**config.mk**
```make
export PLATFORM = sky130hd
export DESIGN_NAME = rpsm_top
export DESIGN_NICKNAME = d
export VERILOG_FILES = /design/src/include/rpsm_pkg.sv /design/src/design/rpsm_counter.sv /design/src/design/rpsm_fetch.sv /design/src/design/rpsm_top.sv
export VERILOG_INCLUDE_DIRS = /design/src /design/src/include
export SDC_FILE = /design/constraint.sdc
export NUM_CORES = 1
export LEC_CHECK = 0
export BUFFER_PORTS_ARGS = -buffer_cell sky130_fd_sc_hd__buf_2
export CAP_MARGIN = 15
export CORE_MARGIN = 2
export CORE_UTILIZATION = 60
export CTS_BUF_LIST = sky130_fd_sc_hd__clkbuf_8
export DETAILED_ROUTE_END_ITERATION = 7
export PLACE_DENSITY = 0.82
export REMOVE_ABC_BUFFERS = 1
export SYNTH_ARGS = -nofsm -noshare
export SYNTH_HDL_FRONTEND = slang
export SYNTH_SLANG_ARGS = --single-unit
```
**constraint.sdc**
```tcl
create_clock -name clk -period 3.7 [get_ports clk]
set_input_delay 0.74 -clock clk [delete_from_list [all_inputs] [get_ports clk]]
set_output_delay 0.74 -clock clk [all_outputs]
set_load 0.01 [all_outputs]
```
**src/include/rpsm_cfg.svh**
```systemverilog
// Offsets, field positions and reset values of the processing block
`ifndef RPSM_CFG_SVH
`define RPSM_CFG_SVH

// Register byte offsets
`define RPSM_OFS_CTRL   8'h00
`define RPSM_OFS_BASE   8'h04
`define RPSM_OFS_COUNT  8'h08
`define RPSM_OFS_DEBUG  8'h0C
`define RPSM_OFS_FLAGS  8'h10
`define RPSM_OFS_IE     8'h14
`define RPSM_OFS_STATUS 8'h18

// Reset values
`define RPSM_CTRL_RST   25'h000_0000
`define RPSM_BASE_RST   16'h0000
`define RPSM_BYTE_RST   8'h00
`define RPSM_FLAG_RST   7'h00
`define RPSM_WORD_ZERO  32'h0000_0000
`define RPSM_DBG_RST    2'h0

// Debug readback modes
`define RPSM_DBG_ADDR   2'h0
`define RPSM_DBG_ENTRY  2'h1
`define RPSM_DBG_SEQ    2'h2
`define RPSM_DBG_DAC    2'h3

// Entry bit positions
`define RPSM_Q0 0
`define RPSM_Q1 1
`define RPSM_Q2 2
`define RPSM_Q3 3
`define RPSM_Q4 4
`define RPSM_Q5 5
`define RPSM_Q6 6
`define RPSM_Q7 7

// Flag positions
`define RPSM_F_OUTBIT 0
`define RPSM_F_STOP   1
`define RPSM_F_START  2
`define RPSM_F_CNT1   3
`define RPSM_F_CNT2   4
`define RPSM_F_BIT6   5
`define RPSM_F_BIT7   6

// Interval masks: modulo 4, 16, 64, 256
`define RPSM_MASK_4   8'h03
`define RPSM_MASK_16  8'h0F
`define RPSM_MASK_64  8'h3F
`define RPSM_MASK_256 8'hFF

`endif

```
**src/include/rpsm_pkg.sv**
```systemverilog
// Types shared by the processing block files
package rpsm_pkg;

    typedef enum logic [1:0] {
        ST_DIS   = 2'h0,
        ST_WAIT  = 2'h1,
        ST_FETCH = 2'h3
    } rpsm_state_t;

    typedef struct packed {
        logic        req;
        logic [15:0] addr;
    } rpsm_mem_req_t;

    typedef struct packed {
        logic       ack;
        logic [7:0] data;
    } rpsm_mem_rsp_t;

    typedef struct packed {
        logic       globalIntEnable;       // bit 24
        logic [5:0] spare;
        logic [1:0] counterTwoIntervalSel; // 17:16
        logic [1:0] counterOneIntervalSel; // 15:14
        logic [1:0] outputFlagSelect;      // 13:12
        logic [1:0] sensorBSel;            // 11:10
        logic [1:0] sensorASel;            // 9:8
        logic       counterTwoEnable;      // 7
        logic       counterOneDownEnable;  // 6
        logic       counterOneUpEnable;    // 5
        logic       clearOnRead;           // 4
        logic       bitSevenEnable;        // 3
        logic       bitSixEnable;          // 2
        logic       testInsertRequest;     // 1
        logic       peripheralEnable;      // 0
    } rpsm_ctrl_t;

    typedef struct packed {
        logic [7:0] count;
        logic [7:0] lastLvl;
        logic       pendUp;
        logic       pendDn;
        logic       hit;
    } rpsm_cnt_t;

    typedef struct packed {
        rpsm_mem_req_t mem;
        logic          done;
        logic [7:0]    data;
        logic [15:0]   lastAddr;
    } rpsm_fetch_t;

    typedef struct packed {
        rpsm_ctrl_t  ctrl;
        logic [15:0] base;
        logic [1:0]  dbgSel;
        logic [6:0]  flags;
        logic [6:0]  ie;
        rpsm_state_t state;
        logic [7:0]  entry;
        logic [7:0]  index;
        logic        firstFetch;
        logic        stopPrev;
        logic        outBitPrev;
        logic        testActive;
        logic        testStart;
        logic        fetchStart;
        logic [15:0] fetchAddr;
        logic        inc1;
        logic        dec1;
        logic        dec2;
        logic        pready;
        logic        pslverr;
        logic [31:0] prdata;
        logic        irq;
    } rpsm_top_t;

endpackage

```
**src/design/rpsm_counter.sv**
```systemverilog
// 8-bit motion counter with read deferral and interval flag hysteresis
`timescale 1ns/1ps
`include "rpsm_cfg.svh"

module rpsm_counter #(
    parameter int WIDTH = 8
) (
    input  wire logic             clk,
    input  wire logic             sys_rst,
    input  wire logic             hold,
    input  wire logic             inc,
    input  wire logic             dec,
    input  wire logic             readBusy,
    input  wire logic             clearNow,
    input  wire logic [1:0]       intervalSel,
    output logic      [WIDTH-1:0] count,
    output logic                  intervalHit
);

    rpsm_pkg::rpsm_cnt_t s_q;
    rpsm_pkg::rpsm_cnt_t s_d;

    function automatic logic [7:0] intervalMask(input logic [1:0] sel);
        case (sel)
            2'h0:    intervalMask = `RPSM_MASK_4;
            2'h1:    intervalMask = `RPSM_MASK_16;
            2'h2:    intervalMask = `RPSM_MASK_64;
            default: intervalMask = `RPSM_MASK_256;
        endcase
    endfunction

    ////////////////////////////////////////////////////////////////////////
    always_comb begin
        logic upAll;
        logic dnAll;
        upAll = s_q.pendUp | inc;
        dnAll = s_q.pendDn | dec;
        s_d = s_q;
        s_d.hit = 1'b0;
        if (hold) begin
            s_d = '0;
        end else begin
            if (readBusy || clearNow) begin
                // Many events in one read collapse to one step
                s_d.pendUp = upAll;
                s_d.pendDn = dnAll;
                if (clearNow) begin
                    s_d.count = `RPSM_BYTE_RST;
                end
            end else begin
                s_d.pendUp = 1'b0;
                s_d.pendDn = 1'b0;
                if (upAll && !dnAll) begin
                    s_d.count = s_q.count + 8'h01;
                end else if (dnAll && !upAll) begin
                    s_d.count = s_q.count - 8'h01;
                end
            end
            // Same level twice in a row never re-fires
            if (((s_q.count & intervalMask(intervalSel)) == 8'h00)
                && (s_q.count != s_q.lastLvl)) begin
                s_d.hit = 1'b1;
                s_d.lastLvl = s_q.count;
            end
        end
    end

    always_ff @(posedge clk) begin
        if (sys_rst) begin
            s_q <= '0;
        end else begin
            s_q <= s_d;
        end
    end

    assign count = s_q.count[WIDTH-1:0];
    assign intervalHit = s_q.hit;

endmodule // rpsm_counter

```
**src/design/rpsm_fetch.sv**
```systemverilog
// Dedicated memory read channel for state table bytes
`timescale 1ns/1ps

module rpsm_fetch (
    input  wire logic                   clk,
    input  wire logic                   sys_rst,
    input  wire logic                   start,
    input  wire logic [15:0]            addr,
    output rpsm_pkg::rpsm_mem_req_t     memReq,
    input  wire rpsm_pkg::rpsm_mem_rsp_t memRsp,
    output logic                        done,
    output logic [7:0]                  data,
    output logic [15:0]                 lastAddr
);

    rpsm_pkg::rpsm_fetch_t s_q;
    rpsm_pkg::rpsm_fetch_t s_d;

    ////////////////////////////////////////////////////////////////////////
    always_comb begin
        s_d = s_q;
        s_d.done = 1'b0;
        if (s_q.mem.req) begin
            if (memRsp.ack) begin
                s_d.mem.req  = 1'b0;
                s_d.done     = 1'b1;
                s_d.data     = memRsp.data;
                s_d.lastAddr = s_q.mem.addr;
            end
        end else if (start) begin
            s_d.mem.req  = 1'b1;
            s_d.mem.addr = addr;
        end
    end

    always_ff @(posedge clk) begin
        if (sys_rst) begin
            s_q <= '0;
        end else begin
            s_q <= s_d;
        end
    end

    assign memReq   = s_q.mem;
    assign done     = s_q.done;
    assign data     = s_q.data;
    assign lastAddr = s_q.lastAddr;

endmodule // rpsm_fetch

```
**src/design/rpsm_top.sv**
```systemverilog
// Rotation processing state machine with APB registers
//
// Operation
// - Test request inserts one test cycle; regular start interval unchanged.
// - Hardware clears the test request when the test cycle ends.
// - Test-active rises after next regular sequence ends; held for test cycle.
// - Stop pulse falling edge fetches state byte over own memory channel.
// - Disabled peripheral holds state logic and both counters in reset.
// - First byte after enable comes from base plus {B,A}.
// - Next index is entry bits 7,6,5,4,3,0 then B then A.
// - Bit 6 used if enabled; bit 7 needs both enables; else zero.
// - Bit 7 clear: step at stop falling edge, then latch entry.
// - Bit 7 set: step at once ignoring enables, within few cycles.
// - Two 8-bit counters read through one shared register.
// - Clear-on-read set: reading counters resets both; else unchanged.
// - Events during counter read deferred; many events give one step.
// - Counter one up on bit 1, down on bit 2; both hold.
// - Counter two decrements on bit 2; first count wraps to 255.
// - Transition to same state still updates both counters.
// - Debug select picks address, index and entry, sequencer, reference.
// - Seven sticky flags, per-flag enable, global enable, software clear.
// - Flags set on stop rise, start, bit-6 state, bit-7 state.
// - Flag 0 from selected output; flags 3,4 at counter intervals.
`timescale 1ns/1ps
`include "rpsm_cfg.svh"

module rpsm_top #(
    parameter int ADDR_W = 8
) (
    input  wire logic                    clk,
    input  wire logic                    sys_rst,
    // APB slave
    input  wire logic                    psel,
    input  wire logic                    penable,
    input  wire logic                    pwrite,
    input  wire logic [ADDR_W-1:0]       paddr,
    input  wire logic [31:0]             pwdata,
    output logic                         pready,
    output logic [31:0]                  prdata,
    output logic                         pslverr,
    // Timing sequencer and front end
    input  wire logic                    seqStopPulse,
    input  wire logic                    seqStartPulse,
    input  wire logic [3:0]              frontEndOut,
    input  wire logic [4:0]              seqIndex,
    input  wire logic [15:0]             seqOutputs,
    input  wire logic [2:0]              refSelect,
    input  wire logic [9:0]              refData,
    output logic                         testCycleActive,
    output logic                         testCycleStart,
    // State table memory channel
    output rpsm_pkg::rpsm_mem_req_t      memReq,
    input  wire rpsm_pkg::rpsm_mem_rsp_t memRsp,
    // Flag request to the processor
    output logic                         irqRequest
);

    rpsm_pkg::rpsm_top_t s_q;
    rpsm_pkg::rpsm_top_t s_d;

    logic        fetchDone;
    logic [7:0]  fetchData;
    logic [15:0] fetchLast;
    logic [7:0]  cnt1;
    logic [7:0]  cnt2;
    logic        hit1;
    logic        hit2;
    logic        cntHold;
    logic        cntSel;
    logic        cntReadBusy;
    logic        cntClear;
    logic        apbDone;

    ////////////////////////////////////////////////////////////////////////
    // Helpers

    function automatic logic [7:0] nextIndex(input logic [7:0] q,
                                             input logic en6,
                                             input logic en7,
                                             input logic force7,
                                             input logic sb,
                                             input logic sa);
        logic b6;
        logic b7;
        b6 = q[`RPSM_Q6] & (en6 | force7);
        b7 = q[`RPSM_Q7] & ((en6 & en7) | force7);
        nextIndex = {b7, b6, q[`RPSM_Q5], q[`RPSM_Q4], q[`RPSM_Q3],
                     q[`RPSM_Q0], sb, sa};
    endfunction

    function automatic logic [15:0] tableAddr(input logic [15:0] base,
                                              input logic [7:0] idx);
        tableAddr = base + {8'h00, idx};
    endfunction

    function automatic logic regHit(input logic [ADDR_W-1:0] a,
                                    input logic [7:0] ofs);
        regHit = (a[7:0] == ofs);
    endfunction

    ////////////////////////////////////////////////////////////////////////
    // Submodules

    rpsm_fetch u_fetch (
        .clk      (clk),
        .sys_rst  (sys_rst),
        .start    (s_q.fetchStart),
        .addr     (s_q.fetchAddr),
        .memReq   (memReq),
        .memRsp   (memRsp),
        .done     (fetchDone),
        .data     (fetchData),
        .lastAddr (fetchLast)
    );

    assign cntHold = !s_q.ctrl.peripheralEnable;
    assign cntSel = psel && !pwrite && regHit(paddr, `RPSM_OFS_COUNT);
    assign cntReadBusy = cntSel;
    assign apbDone = psel && penable && s_q.pready;
    assign cntClear = apbDone && cntSel && s_q.ctrl.clearOnRead;

    rpsm_counter #(.WIDTH(8)) u_cnt1 (
        .clk         (clk),
        .sys_rst     (sys_rst),
        .hold        (cntHold),
        .inc         (s_q.inc1),
        .dec         (s_q.dec1),
        .readBusy    (cntReadBusy),
        .clearNow    (cntClear),
        .intervalSel (s_q.ctrl.counterOneIntervalSel),
        .count       (cnt1),
        .intervalHit (hit1)
    );

    rpsm_counter #(.WIDTH(8)) u_cnt2 (
        .clk         (clk),
        .sys_rst     (sys_rst),
        .hold        (cntHold),
        .inc         (1'b0),
        .dec         (s_q.dec2),
        .readBusy    (cntReadBusy),
        .clearNow    (cntClear),
        .intervalSel (s_q.ctrl.counterTwoIntervalSel),
        .count       (cnt2),
        .intervalHit (hit2)
    );

    ////////////////////////////////////////////////////////////////////////
    // Next state

    always_comb begin
        logic       stopFall;
        logic       stopRise;
        logic       outBit;
        logic       sa;
        logic       sb;
        logic       q1;
        logic       q2;
        logic [6:0] setF;
        logic [6:0] clrF;
        logic       reqClr;
        logic [7:0] idx;
        logic [31:0] rd;
        logic        err;

        stopFall = s_q.stopPrev && !seqStopPulse;
        stopRise = !s_q.stopPrev && seqStopPulse;
        outBit   = frontEndOut[s_q.ctrl.outputFlagSelect];
        sa       = frontEndOut[s_q.ctrl.sensorASel];
        sb       = frontEndOut[s_q.ctrl.sensorBSel];
        q1       = fetchData[`RPSM_Q1];
        q2       = fetchData[`RPSM_Q2];
        setF     = `RPSM_FLAG_RST;
        clrF     = `RPSM_FLAG_RST;
        reqClr   = 1'b0;
        idx      = `RPSM_BYTE_RST;
        rd       = `RPSM_WORD_ZERO;
        err      = 1'b0;

        s_d = s_q;
        s_d.stopPrev   = seqStopPulse;
        s_d.outBitPrev = outBit;
        s_d.fetchStart = 1'b0;
        s_d.testStart  = 1'b0;
        s_d.inc1       = 1'b0;
        s_d.dec1       = 1'b0;
        s_d.dec2       = 1'b0;

        // Flag sources
        setF[`RPSM_F_OUTBIT] = outBit && !s_q.outBitPrev;
        setF[`RPSM_F_STOP]   = stopRise;
        setF[`RPSM_F_START]  = seqStartPulse;
        setF[`RPSM_F_CNT1]   = hit1;
        setF[`RPSM_F_CNT2]   = hit2;

        // Processing machine
        case (s_q.state)
            rpsm_pkg::ST_DIS: begin
                s_d.firstFetch = 1'b1;
                if (s_q.ctrl.peripheralEnable) begin
                    s_d.state = rpsm_pkg::ST_WAIT;
                end
            end
            rpsm_pkg::ST_WAIT: begin
                if (stopFall) begin
                    if (s_q.testActive) begin
                        // End of inserted test cycle: no state step
                        s_d.testActive = 1'b0;
                        reqClr = 1'b1;
                    end else begin
                        if (s_q.ctrl.testInsertRequest) begin
                            // Runs in the idle gap; start timer untouched
                            s_d.testActive = 1'b1;
                            s_d.testStart  = 1'b1;
                        end
                        // Sensors taken at the sequence end
                        if (s_q.firstFetch) begin
                            idx = {6'h00, sb, sa};
                        end else begin
                            idx = nextIndex(s_q.entry,
                                            s_q.ctrl.bitSixEnable,
                                            s_q.ctrl.bitSevenEnable,
                                            1'b0, sb, sa);
                        end
                        s_d.firstFetch = 1'b0;
                        s_d.index      = idx;
                        s_d.fetchAddr  = tableAddr(s_q.base, idx);
                        s_d.fetchStart = 1'b1;
                        s_d.state      = rpsm_pkg::ST_FETCH;
                    end
                end
            end
            rpsm_pkg::ST_FETCH: begin
                if (fetchDone) begin
                    s_d.entry = fetchData;
                    // Same-state steps count as well
                    s_d.inc1 = q1 && s_q.ctrl.counterOneUpEnable
                        && !(q2 && s_q.ctrl.counterOneDownEnable);
                    s_d.dec1 = q2 && s_q.ctrl.counterOneDownEnable
                        && !(q1 && s_q.ctrl.counterOneUpEnable);
                    s_d.dec2 = q2 && s_q.ctrl.counterTwoEnable;
                    setF[`RPSM_F_BIT6] = fetchData[`RPSM_Q6];
                    setF[`RPSM_F_BIT7] = fetchData[`RPSM_Q7];
                    if (fetchData[`RPSM_Q7]) begin
                        // Immediate step reuses the last sensor sample
                        idx = nextIndex(fetchData, 1'b0, 1'b0, 1'b1,
                                        s_q.index[1], s_q.index[0]);
                        s_d.index      = idx;
                        s_d.fetchAddr  = tableAddr(s_q.base, idx);
                        s_d.fetchStart = 1'b1;
                    end else begin
                        s_d.state = rpsm_pkg::ST_WAIT;
                    end
                end
            end
            default: begin
                s_d.state = rpsm_pkg::ST_DIS;
            end
        endcase

        // APB: one wait state so read data leaves a flip-flop
        s_d.pready = 1'b0;
        s_d.pslverr = 1'b0;
        if (psel && penable && !s_q.pready) begin
            s_d.pready = 1'b1;
            if (regHit(paddr, `RPSM_OFS_CTRL)) begin
                rd = {7'h00, s_q.ctrl};
            end else if (regHit(paddr, `RPSM_OFS_BASE)) begin
                rd = {16'h0000, s_q.base};
            end else if (regHit(paddr, `RPSM_OFS_COUNT)) begin
                rd = {16'h0000, cnt2, cnt1};
            end else if (regHit(paddr, `RPSM_OFS_DEBUG)) begin
                case (s_q.dbgSel)
                    `RPSM_DBG_ADDR:  rd = {16'h0000, fetchLast};
                    `RPSM_DBG_ENTRY: rd = {19'h0_0000, seqIndex, s_q.entry};
                    `RPSM_DBG_SEQ:   rd = {16'h0000, seqOutputs};
                    default:         rd = {19'h0_0000, refSelect, refData};
                endcase
            end else if (regHit(paddr, `RPSM_OFS_FLAGS)) begin
                rd = {25'h000_0000, s_q.flags};
            end else if (regHit(paddr, `RPSM_OFS_IE)) begin
                rd = {25'h000_0000, s_q.ie};
            end else if (regHit(paddr, `RPSM_OFS_STATUS)) begin
                rd = {13'h0000, s_q.state, s_q.testActive,
                      s_q.index, s_q.entry};
            end else begin
                err = 1'b1;
            end
            s_d.prdata  = rd;
            s_d.pslverr = err;
        end
        if (apbDone && pwrite) begin
            if (regHit(paddr, `RPSM_OFS_CTRL)) begin
                s_d.ctrl = pwdata[24:0];
            end else if (regHit(paddr, `RPSM_OFS_BASE)) begin
                s_d.base = pwdata[15:0];
            end else if (regHit(paddr, `RPSM_OFS_DEBUG)) begin
                s_d.dbgSel = pwdata[1:0];
            end else if (regHit(paddr, `RPSM_OFS_FLAGS)) begin
                clrF = pwdata[6:0];
            end else if (regHit(paddr, `RPSM_OFS_IE)) begin
                s_d.ie = pwdata[6:0];
            end
        end

        // Hardware clear of the request loses to a software set
        if (reqClr && !(apbDone && pwrite && regHit(paddr, `RPSM_OFS_CTRL)
            && pwdata[1])) begin
            s_d.ctrl.testInsertRequest = 1'b0;
        end

        // Sticky flags: set wins over software clear
        s_d.flags = (s_q.flags & ~clrF) | setF;
        s_d.irq = s_q.ctrl.globalIntEnable
            && ((s_q.flags & s_q.ie) != 7'h00);

        // Disabled: state logic held in reset
        if (!s_q.ctrl.peripheralEnable) begin
            s_d.state      = rpsm_pkg::ST_DIS;
            s_d.entry      = `RPSM_BYTE_RST;
            s_d.index      = `RPSM_BYTE_RST;
            s_d.firstFetch = 1'b1;
            s_d.testActive = 1'b0;
            s_d.testStart  = 1'b0;
            s_d.fetchStart = 1'b0;
            s_d.inc1       = 1'b0;
            s_d.dec1       = 1'b0;
            s_d.dec2       = 1'b0;
        end
    end

    ////////////////////////////////////////////////////////////////////////
    // State register

    always_ff @(posedge clk) begin
        if (sys_rst) begin
            s_q            <= '0;
            s_q.ctrl       <= `RPSM_CTRL_RST;
            s_q.base       <= `RPSM_BASE_RST;
            s_q.dbgSel     <= `RPSM_DBG_RST;
            s_q.state      <= rpsm_pkg::ST_DIS;
            s_q.firstFetch <= 1'b1;
        end else begin
            s_q <= s_d;
        end
    end

    assign pready          = s_q.pready;
    assign prdata          = s_q.prdata;
    assign pslverr         = s_q.pslverr;
    assign testCycleActive = s_q.testActive;
    assign testCycleStart  = s_q.testStart;
    assign irqRequest      = s_q.irq;

endmodule // rpsm_top

```
==> flow_summary_export.csv, run 1 <==
group,metric,value,unit
critical_path,crit_type,"reg2reg",
power_and_ir_drop,swShare,23.3,%
global_route,antenna_found_initial,0,
timing,tns,0,ps
critical_path,required,4130,ps
place,place_inst,1512,
timing,hold_viol_final,0,
clocking,clockRootBuffer,"clkbuf_8",
global_route,grt_max_degree,53,
critical_path,critPathCaptureType,"register",
yosys,synth_edf_count,0,
critical_path,cp-start-kind,"register",
clocking,htreeDepth,2,
power_and_ir_drop,pwr-share-clk,45.5,%
finish,final_cell_mix,"nand2_1, dfxtp_1, buf_2, a21oi_1, nor2_1",
timing,final.period_utilization,80.4,%
timing,drv_slew,0,
timing,max_freq,336,MHz
route,via_per_inst,6.15,
route,wl_per_cell,19.2,um
clocking,worstSkewPairLatency,550,ps
place,io_buffer_count,133,
finish,area_delta_synth_final,11.7,%
job,max_cap_viol_count,0,
die,initial_core_util,61.0,%
finish,layout_commonest_cell,"nand2_1",
timing,relSlewSlack,25.8,%
yosys,avgSynthCellArea,8.43,um2
finish,diodes,0,
outcome,outcome,"completed",
timing,min_period,2970,ps
die,coreArea,17200,um2
power_and_ir_drop,switching_power,1040,uW
die,die_y,136,um
yosys,synth_ff_type,"dfxtp_1",
route,drc,0,
power_and_ir_drop,power.share.sequential,50.3,%
die,io_pins,148,
die,die_width,136,um
global_route,grt_overflow,0,
clocking,cts_tree,"yes",
power_and_ir_drop,power.density,382,nW/um2
clocking,numCtsBuffers,35,
die,die_area,18500,um2
global_route,grt_pass1_vias,8898,
power_and_ir_drop,p_int,3420,uW
power_and_ir_drop,combPwrFrac,4.3,%
yosys,synth_cell_types,78,
global_route,track_usage,32.5,%
worst_hold_path,hold_path_class,"in2reg",
yosys,yosysSeqAreaShare,39.5,%
clocking,cts_setup_buffers,0,
finish,final_cells,1573,
global_route,grt_pass1_wl,47200,um
place,hpwl,21500,um
yosys,synthArstFlopShare,0,%
power_and_ir_drop,ir_drop,0.258,mV
timing,setup_viol,0,
timing,rsz0062_at_grt,"false",
route,dr.pass1.iters,5,
place,globalplace.congestion,0.989,
clocking,clockBufferDepth,3,
power_and_ir_drop,power_leakage,0.00445,uW
route,routed-via-count,9670,
finish,layout-drive-gt1-share,17.7,%
route,detail_route.iter0.violations,977,
route,antenna_left,0,
clocking,clk_pin_slew_worst_paths,70,ps
finish,fin_nets,1446,
yosys,syn_area,10500,um2
yosys,ys_ff_latch,207,
critical_path,arrival,3410,ps
route,routed_wl,30200,um
yosys,syn_inst,1243,
clocking,clock-sinks,207,
die,rows,48,
timing,tightestPinTransition,1110,ps
clocking,cts.repair.resized,0,
yosys,ys.warnings.count,0,
critical_path,critPathMaxFanout,8,
timing,clock_skew,26.9,ps
clocking,cts-hold-fix-buffers,0,
==> flip-flops by register name (all words and copies together) (netlist names) <==
name	flops
u_fetch.done	1
u_cnt1.intervalHit	1
u_fetch.data	8
u_cnt1.s_q	10
pslverr	1
u_fetch.memReq	17
irqRequest	1
pready	1
prdata	25
s_q	98
u_cnt2.intervalHit	1
u_cnt2.count	8
u_fetch.lastAddr	16
testCycleActive	1
u_cnt2.s_q	9
u_cnt1.count	8
testCycleStart	1
==> power groups by stage <==
stage	Clock [uW]	Sequential (uW)	Combinational [uW]
CTS	2040	2250	187
global route	2160	2250	204
global placement	0	2290	184
floorplan	0	2300	59.7
detailed placement	0	2290	186
finish	2030	2250	190
==> final cells by class <==
class,instances,area [um2]
Multi-Input combinational cell,910,5700
Fill cell,1510,5470
Sequential cell,207,4140
Timing Repair Buffer,150,812
Clock buffer,43,592
Tap cell,225,282
Clock inverter,17,101
Inverter,21,78.8
==> routing by layer <==
layer / track usage [%] / wire length [um] / up-vias
met3: 6.11 / 2800 / 88
met4: 14.4 / 1160 / 0
li1: - / - / 4542
met5: 0 / 0 / -
met2: 51.8 / 13900 / 481
met1: 43.0 / 12300 / 4559
==> worst max-delay path, cell delays in order (launching register included) <==
cell	delay, ps
dfxtp_1	380
mux4_2	620
ha_1	330
a21oi_1	180
o2111ai_1	220
a41oi_1	620
or3_1	200
a21oi_1	60
o31a_1	250
==> metrics by stage <==
step	hold WS, ps	power [uW]	setup WS (ps)	utilization (%)	area (um2)
2_1_floorplan	413	2360	716	-	9920
3_3_place_gp	425	2480	387	64.1	11000
3_5_place_dp	430	2480	355	64.1	11000
4_1_cts	391	4470	746	68.1	11700
5_1_grt	411	4610	571	68.2	11700
6_report	406	4470	726	68.2	11700
==> path summary, 6_finish.rpt <==
path,cells after the start,endpoint,slack (ps),from
setup / recovery,8,s_q[47],730,s_q[120]
hold / removal,2,u_fetch.data[7],410,memRsp[7]
setup reg to reg,8,s_q[47],730,s_q[120]
hold reg to reg,2,prdata[7],440,prdata[7]
==> cell families (layout without fill, tap and decap cells) <==
family / after synthesis / after routing / share of synthesized area (%)
simple gates: 484 / 484 / 21.4
buf+inv: 132 / 231 / 6.34
fa+ha+maj: 27 / 27 / 3.44
flops: 207 / 207 / 39.5
xor+xnor: 36 / 36 / 3.01
other cells: 1 / 7 / 0.0358
compound gates: 294 / 294 / 18.2
mux: 62 / 62 / 8.05
==> synthesized netlist by cell type (all sizes together), types with 24 or more instances <==
library cell | instances | area [um2]
clkbuf | 52 | 195
nand3 | 37 | 198
mux2i | 41 | 423
a21oi | 126 | 638
nor2b | 26 | 163
nor2 | 100 | 385
nand2 | 218 | 821
ha | 24 | 300
o21ai | 35 | 179
a22o | 28 | 245
dfxtp | 207 | 4140
buf | 59 | 390
nor3 | 34 | 191
No activity file was read; power rests on OpenSTA's default activity.
==> inputs of run 2 (changes only) <==
--- a/config.mk
+++ b/config.mk
@@ -6,6 +6,7 @@
 export SDC_FILE = /design/constraint.sdc
 export NUM_CORES = 1
 export LEC_CHECK = 0
+export ABC_AREA = 1
 export BUFFER_PORTS_ARGS = -buffer_cell sky130_fd_sc_hd__buf_2
 export CAP_MARGIN = 15
 export CORE_MARGIN = 2
==> constraint.sdc (replaced) <==
create_clock -name clk -period 2.78 [get_ports clk]
set_input_delay 0.556 -clock clk [delete_from_list [all_inputs] [get_ports clk]]
set_output_delay 0.556 -clock clk [all_outputs]
set_load 0.01 [all_outputs]
==> flow_summary_export.csv, run 2 <==
group,metric,value,unit
outcome,outcome,"completed",
place,pre_cts_ws,98.7,ps
power_and_ir_drop,ir_drop,0.474,mV
die,rows,49,
timing,setup_viol,0,
route,routed-via-count,11175,
finish,largest_reg_flops,98,
global_route,grt_pass1_wl,53900,um
yosys,synth_edf_count,0,
critical_path,cp-start-kind,"register",
route,via_per_inst,5.67,
job,max_cap_viol_count,0,
global_route,track_usage,34.4,%
clocking,htreeDepth,2,
clocking,clockBufferDepth,3,
timing,tns,0,ps
route,wl_per_cell,16.9,um
yosys,synth_ff_type,"dfxtp_1",
finish,final_cells,1971,
place,globalplace.congestion,0.981,
timing,worst_slack,291,ps
timing,clock_skew,16.9,ps
place,place_inst,1910,
clocking,clk_pin_slew_worst_paths,70,ps
yosys,synthArstFlopShare,0,%
route,dr.pass1.iters,6,
worst_hold_path,hold_path_class,"in2reg",
finish,layout_commonest_cell,"nand2_1",
yosys,ys.warnings.count,0,
critical_path,critPathCaptureType,"register",
yosys,synth_common_cells,"nand2_1, dfxtp_1, nor2_1, o21ai_0, inv_1",
finish,layout-drive-gt1-share,14.6,%
die,io_pins,148,
critical_path,r2r_slack,290,ps
power_and_ir_drop,pwr-share-clk,47.9,%
die,die_y,138,um
critical_path,critical_path.max_stage_delay,410,ps
global_route,antenna_found_initial,1,
critical_path,required,3260,ps
yosys,syn_area,10800,um2
route,wl_met1,13700,um
die,coreArea,17800,um2
yosys,yosysTopAreaCell,"dfxtp_1",
critical_path,arrival,2970,ps
finish,area_delta_synth_final,13.8,%
power_and_ir_drop,combPwrFrac,4.0,%
clocking,worstSkewPairLatency,530,ps
clocking,cts-hold-fix-buffers,0,
yosys,synth_top_cells_by_area,"dfxtp_1, nand2_1, o21ai_0, nand3_1, a21oi_1",
yosys,yosysTopAreaCellShare,38.2,%
critical_path,crit_slowest_cell,"fa_1",
power_and_ir_drop,power.share.sequential,48.1,%
route,detail_route.iter0.violations,889,
critical_path,crit_top_cell,"nand3_1",
critical_path,crit_type,"reg2reg",
global_route,grt_pass1_vias,10597,
timing,rsz0062_at_grt,"false",
route,met3_length,2460,um
timing,tightestPinTransition,662,ps
power_and_ir_drop,swShare,23.1,%
route,drc,0,
clocking,clock-sinks,207,
power_and_ir_drop,power.density,506,nW/um2
route,wl_met2,15800,um
place,hpwl,24700,um
yosys,avgSynthCellArea,6.76,um2
yosys,syn_inst,1603,
yosys,ys_ff_latch,207,
yosys,yosysMostFrequentCell,"nand2_1",
power_and_ir_drop,p_int,4800,uW
place,io_buffer_count,133,
finish,diodes,0,
yosys,synth_cell_types,49,
finish,top_register,"s_q",
timing,relSlewSlack,55.8,%
route,antenna_left,0,
clocking,cts_tree,"yes",
die,initial_core_util,60.7,%
power_and_ir_drop,p_total,6240,uW
timing,max_freq,402,MHz
timing,hold_viol_final,0,
route,top_layer,"met5",
critical_path,critPathMaxFanout,7,
yosys,yosysSeqAreaShare,38.2,%
clocking,numCtsBuffers,36,
finish,fin_nets,1840,
timing,min_period,2490,ps
finish,seq_area,4140,um2
clocking,cts.repair.resized,0,
critical_path,cp_cell_sequence,"inv_1, o21ai_0, o22ai_1, ha_1, fa_1, nand3_1, nand3_1, nand2_1, nand3_1, a21oi_1, o21ai_0, nand3_1, nand2_1, inv_1",
global_route,grt_overflow,0,
finish,fill_cells,1591,
global_route,grt_max_degree,41,
die,die_area,19100,um2
timing,final.period_utilization,89.5,%
clocking,cts_setup_buffers,0,
finish,multi_input_area,5540,um2
power_and_ir_drop,switching_power,1440,uW
die,die_width,138,um
finish,final_cell_mix,"nand2_1, dfxtp_1, inv_1, o21ai_0, nor2_1",
route,routed_wl,33300,um
power_and_ir_drop,power_leakage,0.00581,uW
timing,drv_slew,0,
clocking,clockRootBuffer,"clkbuf_8",
run 2: changes by cell type after synthesis, sizes merged, moves of 24 or more:
cell   previous run  this run
nand3            37       144
inv              21       171
o21ai            35       169
nor2            100       181
mux2i            41         0
nand2           218       367
a22o             28         0
nor2b            26         0
nor3             34        10
run 2: final timing paths:
| path | from | endpoint | cells past startpoint |
|---|---|---|---|
| max | s_q[118] | s_q[46] | 14 |
| min | memRsp[7] | u_fetch.data[7] | 3 |
| max reg2reg | s_q[118] | s_q[46] | 14 |
| min reg2reg | u_cnt1.intervalHit | s_q[88] | 2 |
run 2: area by class of cell:
class	instances	share of cell area [%]
Sequential cell	207	33.6
Inverter	176	5.40
Timing Repair Buffer	165	7.55
Tap cell	229	2.32
Clock buffer	44	4.91
Multi-Input combinational cell	1133	44.9
Clock inverter	17	1.27
run 2: kinds of logic (layout without fill, tap and decap cells):
kind of cell	count (synthesis)	after routing	synth area share (%)
simple gates	744	744	29.6
compound gates	339	339	16.6
buf+inv	269	402	10.9
flops	207	207	38.2
fa+ha+maj	27	27	3.33
xor+xnor	16	16	1.29
other cells	1	7	0.0346
run 2: power by group through the flow:
| stage | clock network (uW) | registers [uW] | logic (uW) |
|---|---|---|---|
| after floorplan | 0 | 3070 | 92.1 |
| after global placement | 0 | 3070 | 243 |
| final | 2990 | 3000 | 251 |
| after detailed placement | 0 | 3070 | 246 |
| after global routing | 3120 | 3000 | 273 |
| after CTS | 3010 | 3000 | 247 |
run 2: per-layer routing:
metal  vias to the layer above  global-route usage, %
met4                         2                   15.3
met2                       470                   59.0
met5                         -                      0
met3                       103                   4.99
met1                      5134                   43.1
li1                       5466                      -
run 2: per-stage QoR:
stage | hold WS [ps] | utilization, % | area, um2
final | 221 | 69.1 | 12300
after global routing | 233 | 69.1 | 12300
after CTS | 209 | 69.1 | 12300
after detailed placement | 428 | 64.8 | 11600
after global placement | 429 | 64.8 | 11600
after floorplan | 409 | - | 10300
run 2: worst max-delay path, delay by kind of cell, from the launching register on:
| family | cells | cell delay [ps] |
|---|---|---|
| simple gates | 6 | 650 |
| flops | 1 | 370 |
| compound gates | 4 | 640 |
| fa+ha+maj | 2 | 670 |
| buf+inv | 2 | 130 |
==> inputs of run 3 (changes only) <==
--- a/config.mk
+++ b/config.mk
@@ -15,6 +15,7 @@
 export DETAILED_ROUTE_END_ITERATION = 7
 export PLACE_DENSITY = 0.82
 export REMOVE_ABC_BUFFERS = 1
+export SETUP_SLACK_MARGIN = 0.4
 export SYNTH_ARGS = -nofsm -noshare
 export SYNTH_HDL_FRONTEND = slang
 export SYNTH_SLANG_ARGS = --single-unit
==> flow_summary_export.csv, run 3 (synthesized netlist as in run 2, its figures left out) <==
group,metric,value,unit
outcome,outcome,"completed",
die,rows,49,
critical_path,required,3210,ps
timing,relSlewSlack,54.6,%
place,globalplace.congestion,0.981,
finish,fin_nets,1840,
global_route,grt_max_degree,41,
critical_path,timing.rr.end,"s_q[50]",
job,max_cap_viol_count,0,
critical_path,critPathCaptureType,"register",
timing,setup_viol,0,
route,routed-via-count,11207,
finish,area_delta_synth_final,14.2,%
clocking,numCtsBuffers,36,
clocking,clk_pin_slew_worst_paths,60,ps
global_route,grt_pass1_wl,53900,um
global_route,track_usage,34.4,%
timing,hold_viol_final,0,
timing,rsz0062_at_grt,"true",
critical_path,critical_path.max_stage_delay,400,ps
timing,min_period,2230,ps
finish,top_register,"s_q",
die,initial_core_util,60.7,%
finish,layout_commonest_cell,"nand2_1",
route,via_per_inst,5.69,
die,die_width,138,um
critical_path,critPathTopFamily,"simple AND/OR/NAND/NOR gates",
finish,diodes,0,
route,dr.pass1.iters,7,
timing,final.period_utilization,80.3,%
timing,max_freq,448,MHz
timing,tightestPinTransition,680,ps
die,die_y,138,um
route,detail_route.iter0.violations,950,
finish,final_cell_mix,"nand2_1, dfxtp_1, inv_1, nor2_1, o21ai_0",
critical_path,cp_cell_sequence,"inv_1, nor2_1, o22ai_2, ha_2, fa_1, nand3_1, nand3_2, nand2_2, nand3_4, nand2_1, nand2_1, nand3_1, nand3_1, nand2_1, inv_1",
critical_path,crit_slowest_cell,"fa_1",
route,antenna_left,0,
timing,clock_skew,16.3,ps
critical_path,critPathCapture,"s_q[50]",
timing,drv_slew,0,
place,io_buffer_count,133,
power_and_ir_drop,power_leakage,0.00582,uW
clocking,htreeDepth,2,
die,io_pins,148,
critical_path,path_depth,15,
clocking,clock-sinks,207,
die,coreArea,17800,um2
critical_path,arrival,2660,ps
critical_path,r2r_slack,550,ps
route,routed_wl,33500,um
critical_path,critPathMaxFanout,7,
route,drc,0,
critical_path,critPathBufInv,2,
clocking,cts-hold-fix-buffers,0,
power_and_ir_drop,power.density,505,nW/um2
clocking,clockRootBuffer,"clkbuf_8",
critical_path,crit_type,"reg2reg",
finish,layout-drive-gt1-share,15.2,%
critical_path,rr_startpoint,"s_q[118]",
finish,fill_cells,1584,
place,hpwl,24700,um
power_and_ir_drop,ir_drop,0.475,mV
clocking,clockBufferDepth,3,
worst_hold_path,hold_path_class,"in2reg",
finish,seq_area,4140,um2
finish,largest_reg_flops,98,
critical_path,critical_path.startpoint,"s_q[118]",
timing,tns,0,ps
clocking,worstSkewPairLatency,530,ps
critical_path,cp-start-kind,"register",
global_route,grt_overflow,0,
global_route,antenna_found_initial,1,
global_route,grt_pass1_vias,10597,
timing,hold_slack,220,ps
clocking,cts_tree,"yes",
finish,multi_input_area,5580,um2
route,wl_per_cell,17.0,um
die,die_area,19100,um2
critical_path,reg2reg_depth,15,
## run 3: cell count changes in the layout (fill, tap and decap cells not counted), moves of 2 or more
cell / before / now
ha_1: 24 / 22
ha_2: 0 / 2
nand2_1: 363 / 361
nand2_2: 3 / 5
nand3_1: 141 / 139
## run 3: per-stage QoR
stage / cells / area (um2) / total power [uW] / worst slack, ps / utilization, %
final: 1971 / 12400 / 6250 / 546 / 69.3
after global routing: 1971 / 12400 / 6390 / 402 / 69.3
after CTS: 1971 / 12300 / 6260 / 444 / 69.1
after detailed placement: 1910 / 11600 / 3310 / 98.7 / 64.8
after global placement: 1910 / 11600 / 3310 / 155 / 64.8
after floorplan: 1516 / 10300 / 3170 / 181 / -
## run 3: worst min-delay path, cell delays in order
cell     delay [ps]
buf_2            70
nand2_1          40
nand2_1          40
## run 3: worst min path at each step
stage,cells past startpoint,to,start
floorplan,2,s_q[88],u_cnt1.intervalHit
CTS,3,u_fetch.data[7],memRsp[7]
finish,3,u_fetch.data[7],memRsp[7]
global route,3,u_fetch.data[5],memRsp[5]
global placement,2,s_q[88],u_cnt1.intervalHit
detailed placement,2,s_q[88],u_cnt1.intervalHit
## run 3: power by group
part	internal, uW	switching (uW)	total (uW)
Combinational	95.0	157	252
Clock	1710	1280	2990
Sequential	2990	12.9	3000
## run 3: repair_timing
action	in CTS	in global routing
buffers inserted	0	0
endpoints found under the setup margin	3	6
pin swaps	0	0
gates resized for setup	1	10
## run 3: layer usage
layer	wire, um	GRT usage (%)
met3	2600	4.99
met1	13700	43.1
met5	13	0
met2	15800	59.0
met4	1360	15.3
## run 3: layout make-up
class / instances / share of cell area [%]
well taps: 229 / 2.32
clock buffers: 44 / 4.90
flip-flops and latches: 207 / 33.5
clock inverters: 17 / 1.26
multi-input cells: 1133 / 45.1
repair buffers: 165 / 7.53
inverters: 176 / 5.38
